===== config.mk =====
export PLATFORM = sky130hd
export DESIGN_NAME = aux_pin_config_bank
export DESIGN_NICKNAME = d
export VERILOG_FILES = /design/src/inc/aux_pin_pkg.sv /design/src/design/pin_pad_ctrl.sv /design/src/design/aux_pin_config_bank.sv
export VERILOG_INCLUDE_DIRS = /design/src /design/src/inc
export SDC_FILE = /design/constraint.sdc
export NUM_CORES = 1
export LEC_CHECK = 0
export BUFFER_PORTS_ARGS = -buffer_cell sky130_fd_sc_hd__buf_2
export CAP_MARGIN = 10
export CORE_MARGIN = 2
export CORE_UTILIZATION = 29
export CTS_CLUSTER_DIAMETER = 50
export CTS_CLUSTER_SIZE = 20
export DETAILED_ROUTE_END_ITERATION = 6
export GPL_ROUTABILITY_DRIVEN = 1
export PLACE_DENSITY_LB_ADDON = 0.2
export RECOVER_POWER = 50
export SLEW_MARGIN = 30
export SYNTH_ARGS = -nofsm -noshare
export SYNTH_HDL_FRONTEND = slang
export SYNTH_SLANG_ARGS = --single-unit

===== constraint.sdc =====
create_clock -name clk_sys -period 3.55 [get_ports clk_sys]
set_clock_uncertainty 0.05 [all_clocks]
set_input_delay 0.355 -clock clk_sys [delete_from_list [all_inputs] [get_ports clk_sys]]
set_output_delay 0.355 -clock clk_sys [all_outputs]
set_load 0.01 [all_outputs]

===== src/inc/aux_pin_map.svh =====
`ifndef AUX_PIN_MAP_SVH
`define AUX_PIN_MAP_SVH

// register indices; the byte address on the bus is four times the index
`define PINS_5_6_SETUP_IDX 6'h20
`define PINS_7_8_SETUP_IDX 6'h21
`define PAD_LEVEL_IDX 6'h26
`define PAD_DRIVE_IDX 6'h27

// field positions of the upper pin (6 and 8) in a setup register
`define HI_LEVEL_BIT 7
`define HI_DIR_BIT 5
`define HI_EN_BIT 4

// field positions of the lower pin (5 and 7) in a setup register
`define LO_LEVEL_BIT 3
`define LO_DIR_BIT 1
`define LO_EN_BIT 0

// reset values
`define SETUP_RESET 8'h00
`define READ_RESET 32'h0000_0000

// avalon response codes
`define RESP_OKAY 2'h0
`define RESP_DECODE_ERR 2'h3

`endif


===== src/inc/aux_pin_pkg.sv =====
`default_nettype none

package aux_pin_pkg;

   // pad mode, coded as {direction, function select}
   typedef enum logic [1:0] {
      PAD_FUNC_OUT = 2'b00,
      PAD_GPIO_OUT = 2'b01,
      PAD_TRISTATE = 2'b10,
      PAD_GPIO_IN = 2'b11
   } pad_mode_e;

   // register bus handshake state
   typedef enum logic [0:0] {
      BUS_IDLE = 1'b0,
      BUS_ACK = 1'b1
   } bus_state_e;

endpackage

`default_nettype wire


===== src/design/pin_pad_ctrl.sv =====
`default_nettype none

module pin_pad_ctrl
(
   input wire logic clk_sys,
   input wire logic rstn,
   input wire aux_pin_pkg::pad_mode_e mode,
   input wire logic drive_level,
   input wire logic func_level,
   input wire logic pad_in,
   output logic pad_out,
   output logic pad_oe,
   output logic in_level
);
   import aux_pin_pkg::*;

   logic pad_out_d;
   logic pad_oe_d;

   // decode the pad mode into drive value and enable
   always_comb
   begin
      pad_out_d = 1'b0;
      pad_oe_d = 1'b0;
      case (mode)
         PAD_FUNC_OUT:
         begin
            pad_out_d = func_level;
            pad_oe_d = 1'b1;
         end
         PAD_GPIO_OUT:
         begin
            // no remote control exists for these pins, so it is always off
            pad_out_d = drive_level;
            pad_oe_d = 1'b1;
         end
         PAD_TRISTATE:
         begin
            pad_oe_d = 1'b0;
         end
         PAD_GPIO_IN:
         begin
            pad_oe_d = 1'b0;
         end
         default:
         begin
            pad_oe_d = 1'b0;
         end
      endcase
   end

   // registered pad drive, so pins never see decode glitches
   always_ff @(posedge clk_sys or negedge rstn)
   begin
      if (!rstn)
      begin
         pad_out <= 1'b0;
         pad_oe <= 1'b0;
      end
      else
      begin
         pad_out <= pad_out_d;
         pad_oe <= pad_oe_d;
      end
   end

   // pad level sampled every cycle; input is synchronous to clk_sys
   always_ff @(posedge clk_sys or negedge rstn)
   begin
      if (!rstn)
      begin
         in_level <= 1'b0;
      end
      else
      begin
         in_level <= pad_in;
      end
   end

endmodule

`default_nettype wire


===== src/design/aux_pin_config_bank.sv =====
`include "aux_pin_map.svh"
`default_nettype none
// How it works
// pin code {dir,en}: 00 functional out, 10 tri-state, 01 gpio out, 11 in
// drive level reaches the pin only in gpio output mode, no remote control
// upper pins 6 and 8: level bit 7, direction bit 5, select bit 4
// lower pins 5 and 7: level bit 3, direction bit 1, select bit 0
// pins 5 and 6 setup sits at index 0x20, all bits reset to zero
// pins 7 and 8 setup sits at index 0x21, same layout, reset zero
// software writes zero to reserved bits 6 and 2, expects no effect

module aux_pin_config_bank
#(
   parameter int ADDR_W = 8
)
(
   input wire logic clk_sys,
   input wire logic rstn,
   input wire logic [ADDR_W-1:0] avs_address,
   input wire logic avs_read,
   input wire logic avs_write,
   input wire logic [31:0] avs_writedata,
   input wire logic [3:0] avs_byteenable,
   output logic [31:0] avs_readdata,
   output logic avs_waitrequest,
   output logic [1:0] avs_response,
   input wire logic [3:0] func_level,
   input wire logic [3:0] pin_in,
   output logic [3:0] pin_out,
   output logic [3:0] pin_oe
);
   import aux_pin_pkg::*;

   bus_state_e bus_state_q;
   bus_state_e bus_state_d;
   logic [7:0] pins_5_6_setup_q;
   logic [7:0] pins_7_8_setup_q;
   logic [5:0] word_idx;
   logic aligned;
   logic hit_5_6;
   logic hit_7_8;
   logic hit_level;
   logic hit_drive;
   logic hit_any;
   logic wr_commit;
   logic req_taken;
   logic wr_5_6;
   logic wr_7_8;
   logic upper_clear;
   logic [31:0] rd_word;
   logic [1:0] rd_resp;
   logic [3:0] pin_level;
   logic [3:0] pin_drive_level;
   pad_mode_e pin_mode [0:3];

   // the word index is the byte address with the lane bits dropped
   assign word_idx = avs_address[7:2];
   assign aligned = (avs_address[1:0] == 2'b00);

   // bits above the map must be zero, else a wide bus would alias the map
   generate
      if (ADDR_W > 8)
      begin : g_wide_addr
         assign upper_clear = (avs_address[ADDR_W-1:8] == '0);
      end
      else
      begin : g_narrow_addr
         assign upper_clear = 1'b1;
      end
   endgenerate

   // address decode; only aligned words inside the map are hits
   always_comb
   begin
      hit_5_6 = 1'b0;
      hit_7_8 = 1'b0;
      hit_level = 1'b0;
      hit_drive = 1'b0;
      if (!aligned || !upper_clear)
      begin
         hit_5_6 = 1'b0;
      end
      else if (word_idx == `PINS_5_6_SETUP_IDX)
      begin
         hit_5_6 = 1'b1;
      end
      else if (word_idx == `PINS_7_8_SETUP_IDX)
      begin
         hit_7_8 = 1'b1;
      end
      else if (word_idx == `PAD_LEVEL_IDX)
      begin
         hit_level = 1'b1;
      end
      else if (word_idx == `PAD_DRIVE_IDX)
      begin
         hit_drive = 1'b1;
      end
   end

   assign hit_any = hit_5_6 | hit_7_8 | hit_level | hit_drive;

   // a write lands at the edge where the master sees waitrequest low
   assign wr_commit = (bus_state_q == BUS_ACK) && avs_write;

   // a request is taken at the idle edge; data and response load there
   assign req_taken = (bus_state_q == BUS_IDLE) && (avs_read || avs_write);

   // write strobes; only lane 0 carries a setup byte, misses change nothing
   always_comb
   begin
      wr_5_6 = 1'b0;
      wr_7_8 = 1'b0;
      if (!wr_commit || !hit_any || !avs_byteenable[0])
      begin
         wr_5_6 = 1'b0;
      end
      else if (hit_5_6)
      begin
         wr_5_6 = 1'b1;
      end
      else if (hit_7_8)
      begin
         wr_7_8 = 1'b1;
      end
   end

   // read mux; data narrower than the bus sits low, upper bits are zero
   always_comb
   begin
      rd_word = `READ_RESET;
      rd_resp = `RESP_OKAY;
      if (hit_5_6)
      begin
         rd_word = {24'h00_0000, pins_5_6_setup_q};
      end
      else if (hit_7_8)
      begin
         rd_word = {24'h00_0000, pins_7_8_setup_q};
      end
      else if (hit_level)
      begin
         rd_word = {28'h000_0000, pin_level};
      end
      else if (hit_drive)
      begin
         rd_word = {24'h00_0000, pin_oe, pin_out};
      end
      else
      begin
         // unmapped reads answer zero with a decode error
         rd_resp = `RESP_DECODE_ERR;
      end
   end

   // one wait state: idle sees the request, ack releases waitrequest
   always_comb
   begin
      bus_state_d = bus_state_q;
      case (bus_state_q)
         BUS_IDLE:
         begin
            if (avs_read || avs_write)
            begin
               bus_state_d = BUS_ACK;
            end
         end
         BUS_ACK:
         begin
            bus_state_d = BUS_IDLE;
         end
         default:
         begin
            bus_state_d = BUS_IDLE;
         end
      endcase
   end

   // handshake state
   always_ff @(posedge clk_sys or negedge rstn)
   begin
      if (!rstn)
      begin
         bus_state_q <= BUS_IDLE;
      end
      else
      begin
         bus_state_q <= bus_state_d;
      end
   end

   // waitrequest is high in reset so nothing is taken early
   always_ff @(posedge clk_sys or negedge rstn)
   begin
      if (!rstn)
      begin
         avs_waitrequest <= 1'b1;
      end
      else
      begin
         avs_waitrequest <= (bus_state_d != BUS_ACK);
      end
   end

   // read data latched on entry to ack, held until the next read request
   always_ff @(posedge clk_sys or negedge rstn)
   begin
      if (!rstn)
      begin
         avs_readdata <= `READ_RESET;
      end
      else if (req_taken && avs_read)
      begin
         avs_readdata <= rd_word;
      end
   end

   // response follows the decode for reads and writes alike
   always_ff @(posedge clk_sys or negedge rstn)
   begin
      if (!rstn)
      begin
         avs_response <= `RESP_OKAY;
      end
      else if (req_taken)
      begin
         avs_response <= rd_resp;
      end
   end

   // pins 5 and 6 setup; reserved bits are stored as plain storage
   always_ff @(posedge clk_sys or negedge rstn)
   begin
      if (!rstn)
      begin
         pins_5_6_setup_q <= `SETUP_RESET;
      end
      else if (wr_5_6)
      begin
         pins_5_6_setup_q <= avs_writedata[7:0];
      end
   end

   // pins 7 and 8 setup, same layout as the 5 and 6 register
   always_ff @(posedge clk_sys or negedge rstn)
   begin
      if (!rstn)
      begin
         pins_7_8_setup_q <= `SETUP_RESET;
      end
      else if (wr_7_8)
      begin
         pins_7_8_setup_q <= avs_writedata[7:0];
      end
   end

   // per-pin field extraction and pad control; reserved bits feed nothing
   genvar g;
   generate
      for (g = 0; g < 4; g = g + 1)
      begin : g_pin
         logic [7:0] cfg;
         logic dir_bit;
         logic sel_bit;

         // pins 5 and 6 come from the first register, 7 and 8 the second
         assign cfg = (g < 2) ? pins_5_6_setup_q : pins_7_8_setup_q;

         if ((g % 2) == 1)
         begin : g_upper
            assign dir_bit = cfg[`HI_DIR_BIT];
            assign sel_bit = cfg[`HI_EN_BIT];
            assign pin_drive_level[g] = cfg[`HI_LEVEL_BIT];
         end
         else
         begin : g_lower
            assign dir_bit = cfg[`LO_DIR_BIT];
            assign sel_bit = cfg[`LO_EN_BIT];
            assign pin_drive_level[g] = cfg[`LO_LEVEL_BIT];
         end

         assign pin_mode[g] = pad_mode_e'({dir_bit, sel_bit});

         pin_pad_ctrl pin_pad_ctrl_i
         (
            .clk_sys(clk_sys),
            .rstn(rstn),
            .mode(pin_mode[g]),
            .drive_level(pin_drive_level[g]),
            .func_level(func_level[g]),
            .pad_in(pin_in[g]),
            .pad_out(pin_out[g]),
            .pad_oe(pin_oe[g]),
            .in_level(pin_level[g])
         );
      end
   endgenerate

endmodule

`default_nettype wire


==> out/qor.yml <==
outcome: "finished, violations left"
violations: "max-capacitance violations, max-slew violations"
vias_per_cell: 4.49
die-area_mm2: 0.00751
slowest_stage: "clkbuf_1"
post_dp_cell_area_mm2: 0.00211
arrival_ps: 1820
final_cell_area_mm2: 0.00220
chipHeight_um: 86.7
p_leak_nw: 1.06
ys_types: 31
synthCells: 174
p_total_mw: 0.852
cts_buffers: 5
cts_resized: 0
htreeDepth: 2
tightest_slew_ps: 2070
required_ps: 3490
die_w_um: 86.7
crit_fanout: 39
drive_gt1_share_pct: 34.6
end_kind: "asynchronous set/reset pin"
slew_headroom_pct: -37.9
drt_iter0_drc: 50
fin_setup_tns_ps: 0
finalSetupViolCount: 0
cts_tree: "built"
timing.fmax_mhz: 532
max-clock-path-buffers: 2
cp_slowest_stage_delay_ps: 1450
rows: 30
clockRootBuffer: "clkbuf_8"
cap_violations: 1
nets: 266
yosysWarnings: 0
clock_latency_ps: 290
powerDensity_mw_per_mm2: 388
wl_um: 3990
dr.pass1.iters: 4
gp_congestion: 0.739
hpwl_um: 3050
grt_setup_unrepaired: "no"
crit_chain: "clkbuf_1"
synth_top_area_share_pct: 48.0
grt_max_degree: 40
grt_pass1_vias: 1236
ir_drop_mv: 0.111
min_period_ps: 1880
avgSynthCellArea_um2: 11.4
fin_util_pct: 32.7
finalHoldViolCount: 0
slew_violations: 40
path_class: "input port to asynchronous set/reset pin"
io_buffers: 47
n_antenna_cell: 0
path_clk_slew_ps: 80
floorplan.initialDensity_pct: 29.5
cts.sinks: 39
drc_errors: 0
ys_top_cells_by_area: "dfrtp_1 48%, buf_4 13%, mux2_2 9.1%, and4b_1 3.0%, mux2i_1 2.0%"
antenna_left: 0
grt_antenna_before_repair: 0
overflow: 0
path_buf_inv: 1
grt_use_total_pct: 11.1
crit_path_start_kind: "input port"
syn-cell-area_mm2: 0.00198
wl_per_cell_um: 13.7
ys_seq_elements: 39
io_pins: 99
cts_hold_buf: 0
syn2layout_area_growth_pct: 10.8
core-area_mm2: 0.00672
yosysSeqAreaShare_pct: 49.3
vias: 1308
post_cts_buffers: 0
grt_pass1_wl_um: 6370
crit_family: "buffers and inverters"
yosysTopAreaCell: "dfrtp_1"
min_path_type: "input port to flop"
final.period_utilization_pct: 53.0
Yosys cell counts:
| cell type | count |
|---|---|
| and4b_1 | 6 |
| buf_1 | 2 |
| dfstp_2 | 1 |
| o21ba_2 | 1 |
| and4_1 | 4 |
| nor3_2 | 1 |
| nand2b_1 | 5 |
| o41ai_1 | 4 |
| nand2_1 | 9 |
| and2_1 | 1 |
| o211ai_1 | 4 |
| buf_4 | 33 |
| inv_1 | 6 |
| a22oi_1 | 4 |
| clkbuf_1 | 2 |
| nor4_1 | 4 |
| or3_1 | 1 |
| nor3b_1 | 5 |
| nand3_1 | 1 |
| dfrtp_1 | 38 |
| o22a_1 | 1 |
| mux2i_1 | 4 |
| nor2_1 | 9 |
| buf_2 | 2 |
| o21ai_0 | 1 |
| and3_1 | 1 |
| nor4b_4 | 1 |
| conb_1 | 1 |
| o31ai_1 | 4 |
| mux2_2 | 16 |
| buf_6 | 2 |
metrics by stage:
stage | hold WS (ps) | std cells | setup slack, ps
after floorplan | 9.41 | 197 | 1970
after global placement | 408 | 283 | 1540
after detailed placement | 413 | 283 | 1520
after CTS | 107 | 291 | 1850
after global routing | 107 | 291 | 1150
final | 113 | 291 | 1670
flip-flops by register name, indices dropped and copies added (netlist names):
signal                         count
avs_waitrequest                    1
avs_response                       1
g_pin.pin_pad_ctrl_i.in_level      4
g_pin.pin_pad_ctrl_i.pad_out       4
g_pin.pin_pad_ctrl_i.pad_oe        4
avs_readdata                       8
bus_state_q                        1
g_pin.cfg                         16
layout make-up:
class / count / area (µm²)
timing repair buffer: 47 / 234
tap: 80 / 100
inverter: 6 / 22.5
sequential: 39 / 977
fill: 695 / 4520
multi-input combinational: 111 / 773
clock inverter: 3 / 20.0
clock buffer: 5 / 68.8
worst reg2reg max path, stage by stage (launching register included):
cell,delay [ps]
dfrtp_1,350
nand3_1,110
and4b_1,550
mux2_2,390
layer usage:
metal / global-route usage (%) / vias up / wire [µm]
li1: - / 628 / -
met1: 15.1 / 627 / 1900
met2: 16.9 / 47 / 1850
met3: 2.76 / 6 / 177
met4: 4.26 / 0 / 70
met5: 0 / - / 0
final timing paths:
| path | start | endpoint | slack, ps | depth (start not counted) |
|---|---|---|---|---|
| worst max-delay path | rstn | g_pin[1].pin_pad_ctrl_i.pad_out$_DFF_PN0_ | 1670 | 1 |
| worst min-delay path | pin_in[2] | g_pin[2].pin_pad_ctrl_i.in_level$_DFF_PN0_ | 110 | 1 |
| worst max register to register | bus_state_q$_DFF_PN0_ | g_pin[2].cfg[2]$_DFFE_PN0P_ | 2000 | 3 |
| worst min register to register | g_pin[2].cfg[5]$_DFFE_PN0P_ | g_pin[3].pin_pad_ctrl_i.pad_oe$_DFF_PN0_ | 410 | 1 |
| max in group clk_sys | avs_address[0] | g_pin[2].cfg[2]$_DFFE_PN0P_ | 1860 | 4 |
| min in group asynchronous | rstn | g_pin[1].pin_pad_ctrl_i.in_level$_DFF_PN0_ | 600 | 1 |
cells by family (layout without fill, tap and decap cells):
| group | Yosys count | after routing | synth area share [%] |
|---|---|---|---|
| AO/OA/AOI/OAI | 19 | 19 | 7.51 |
| buffers and inverters | 47 | 61 | 16.0 |
| flip-flops | 39 | 39 | 49.3 |
| multiplexers | 20 | 20 | 11.1 |
| other | 1 | 24 | 0.189 |
| AND/OR/NAND/NOR | 48 | 48 | 15.8 |
where the power goes:
group          internal (mW)  switching [mW]
clock                  0.137           0.166
sequential             0.456         0.00640
combinational         0.0300          0.0566
placed cells by master, fill, tap and decap left out:
| cell | synthesis | routed |
|---|---|---|
| or3_1 | 1 | 1 |
| nor4b_4 | 1 | 1 |
| nand2_1 | 9 | 9 |
| o31ai_1 | 4 | 4 |
| nor4_1 | 4 | 4 |
| a22oi_1 | 4 | 4 |
| mux2_2 | 16 | 16 |
| o21ai_0 | 1 | 1 |
| conb_1 | 1 | 24 |
| dfstp_2 | 1 | 1 |
| and3_1 | 1 | 1 |
| nand3_1 | 1 | 1 |
| clkbuf_8 | 0 | 5 |
| clkinvlp_4 | 0 | 2 |
| clkbuf_1 | 2 | 1 |
| nand2b_1 | 5 | 5 |
| dfrtp_1 | 38 | 38 |
| inv_1 | 6 | 6 |
| o22a_1 | 1 | 1 |
| and2_1 | 1 | 1 |
| mux2i_1 | 4 | 4 |
| and4b_1 | 6 | 6 |
| o41ai_1 | 4 | 4 |
| nor2_1 | 9 | 9 |
| nor3_2 | 1 | 1 |
| o21ba_1 | 0 | 1 |
| o211ai_1 | 4 | 4 |
| nor3b_1 | 5 | 5 |
| buf_2 | 2 | 46 |
| and4_1 | 4 | 4 |
| clkinv_2 | 0 | 1 |
No activity file was read; power rests on OpenSTA's default activity.
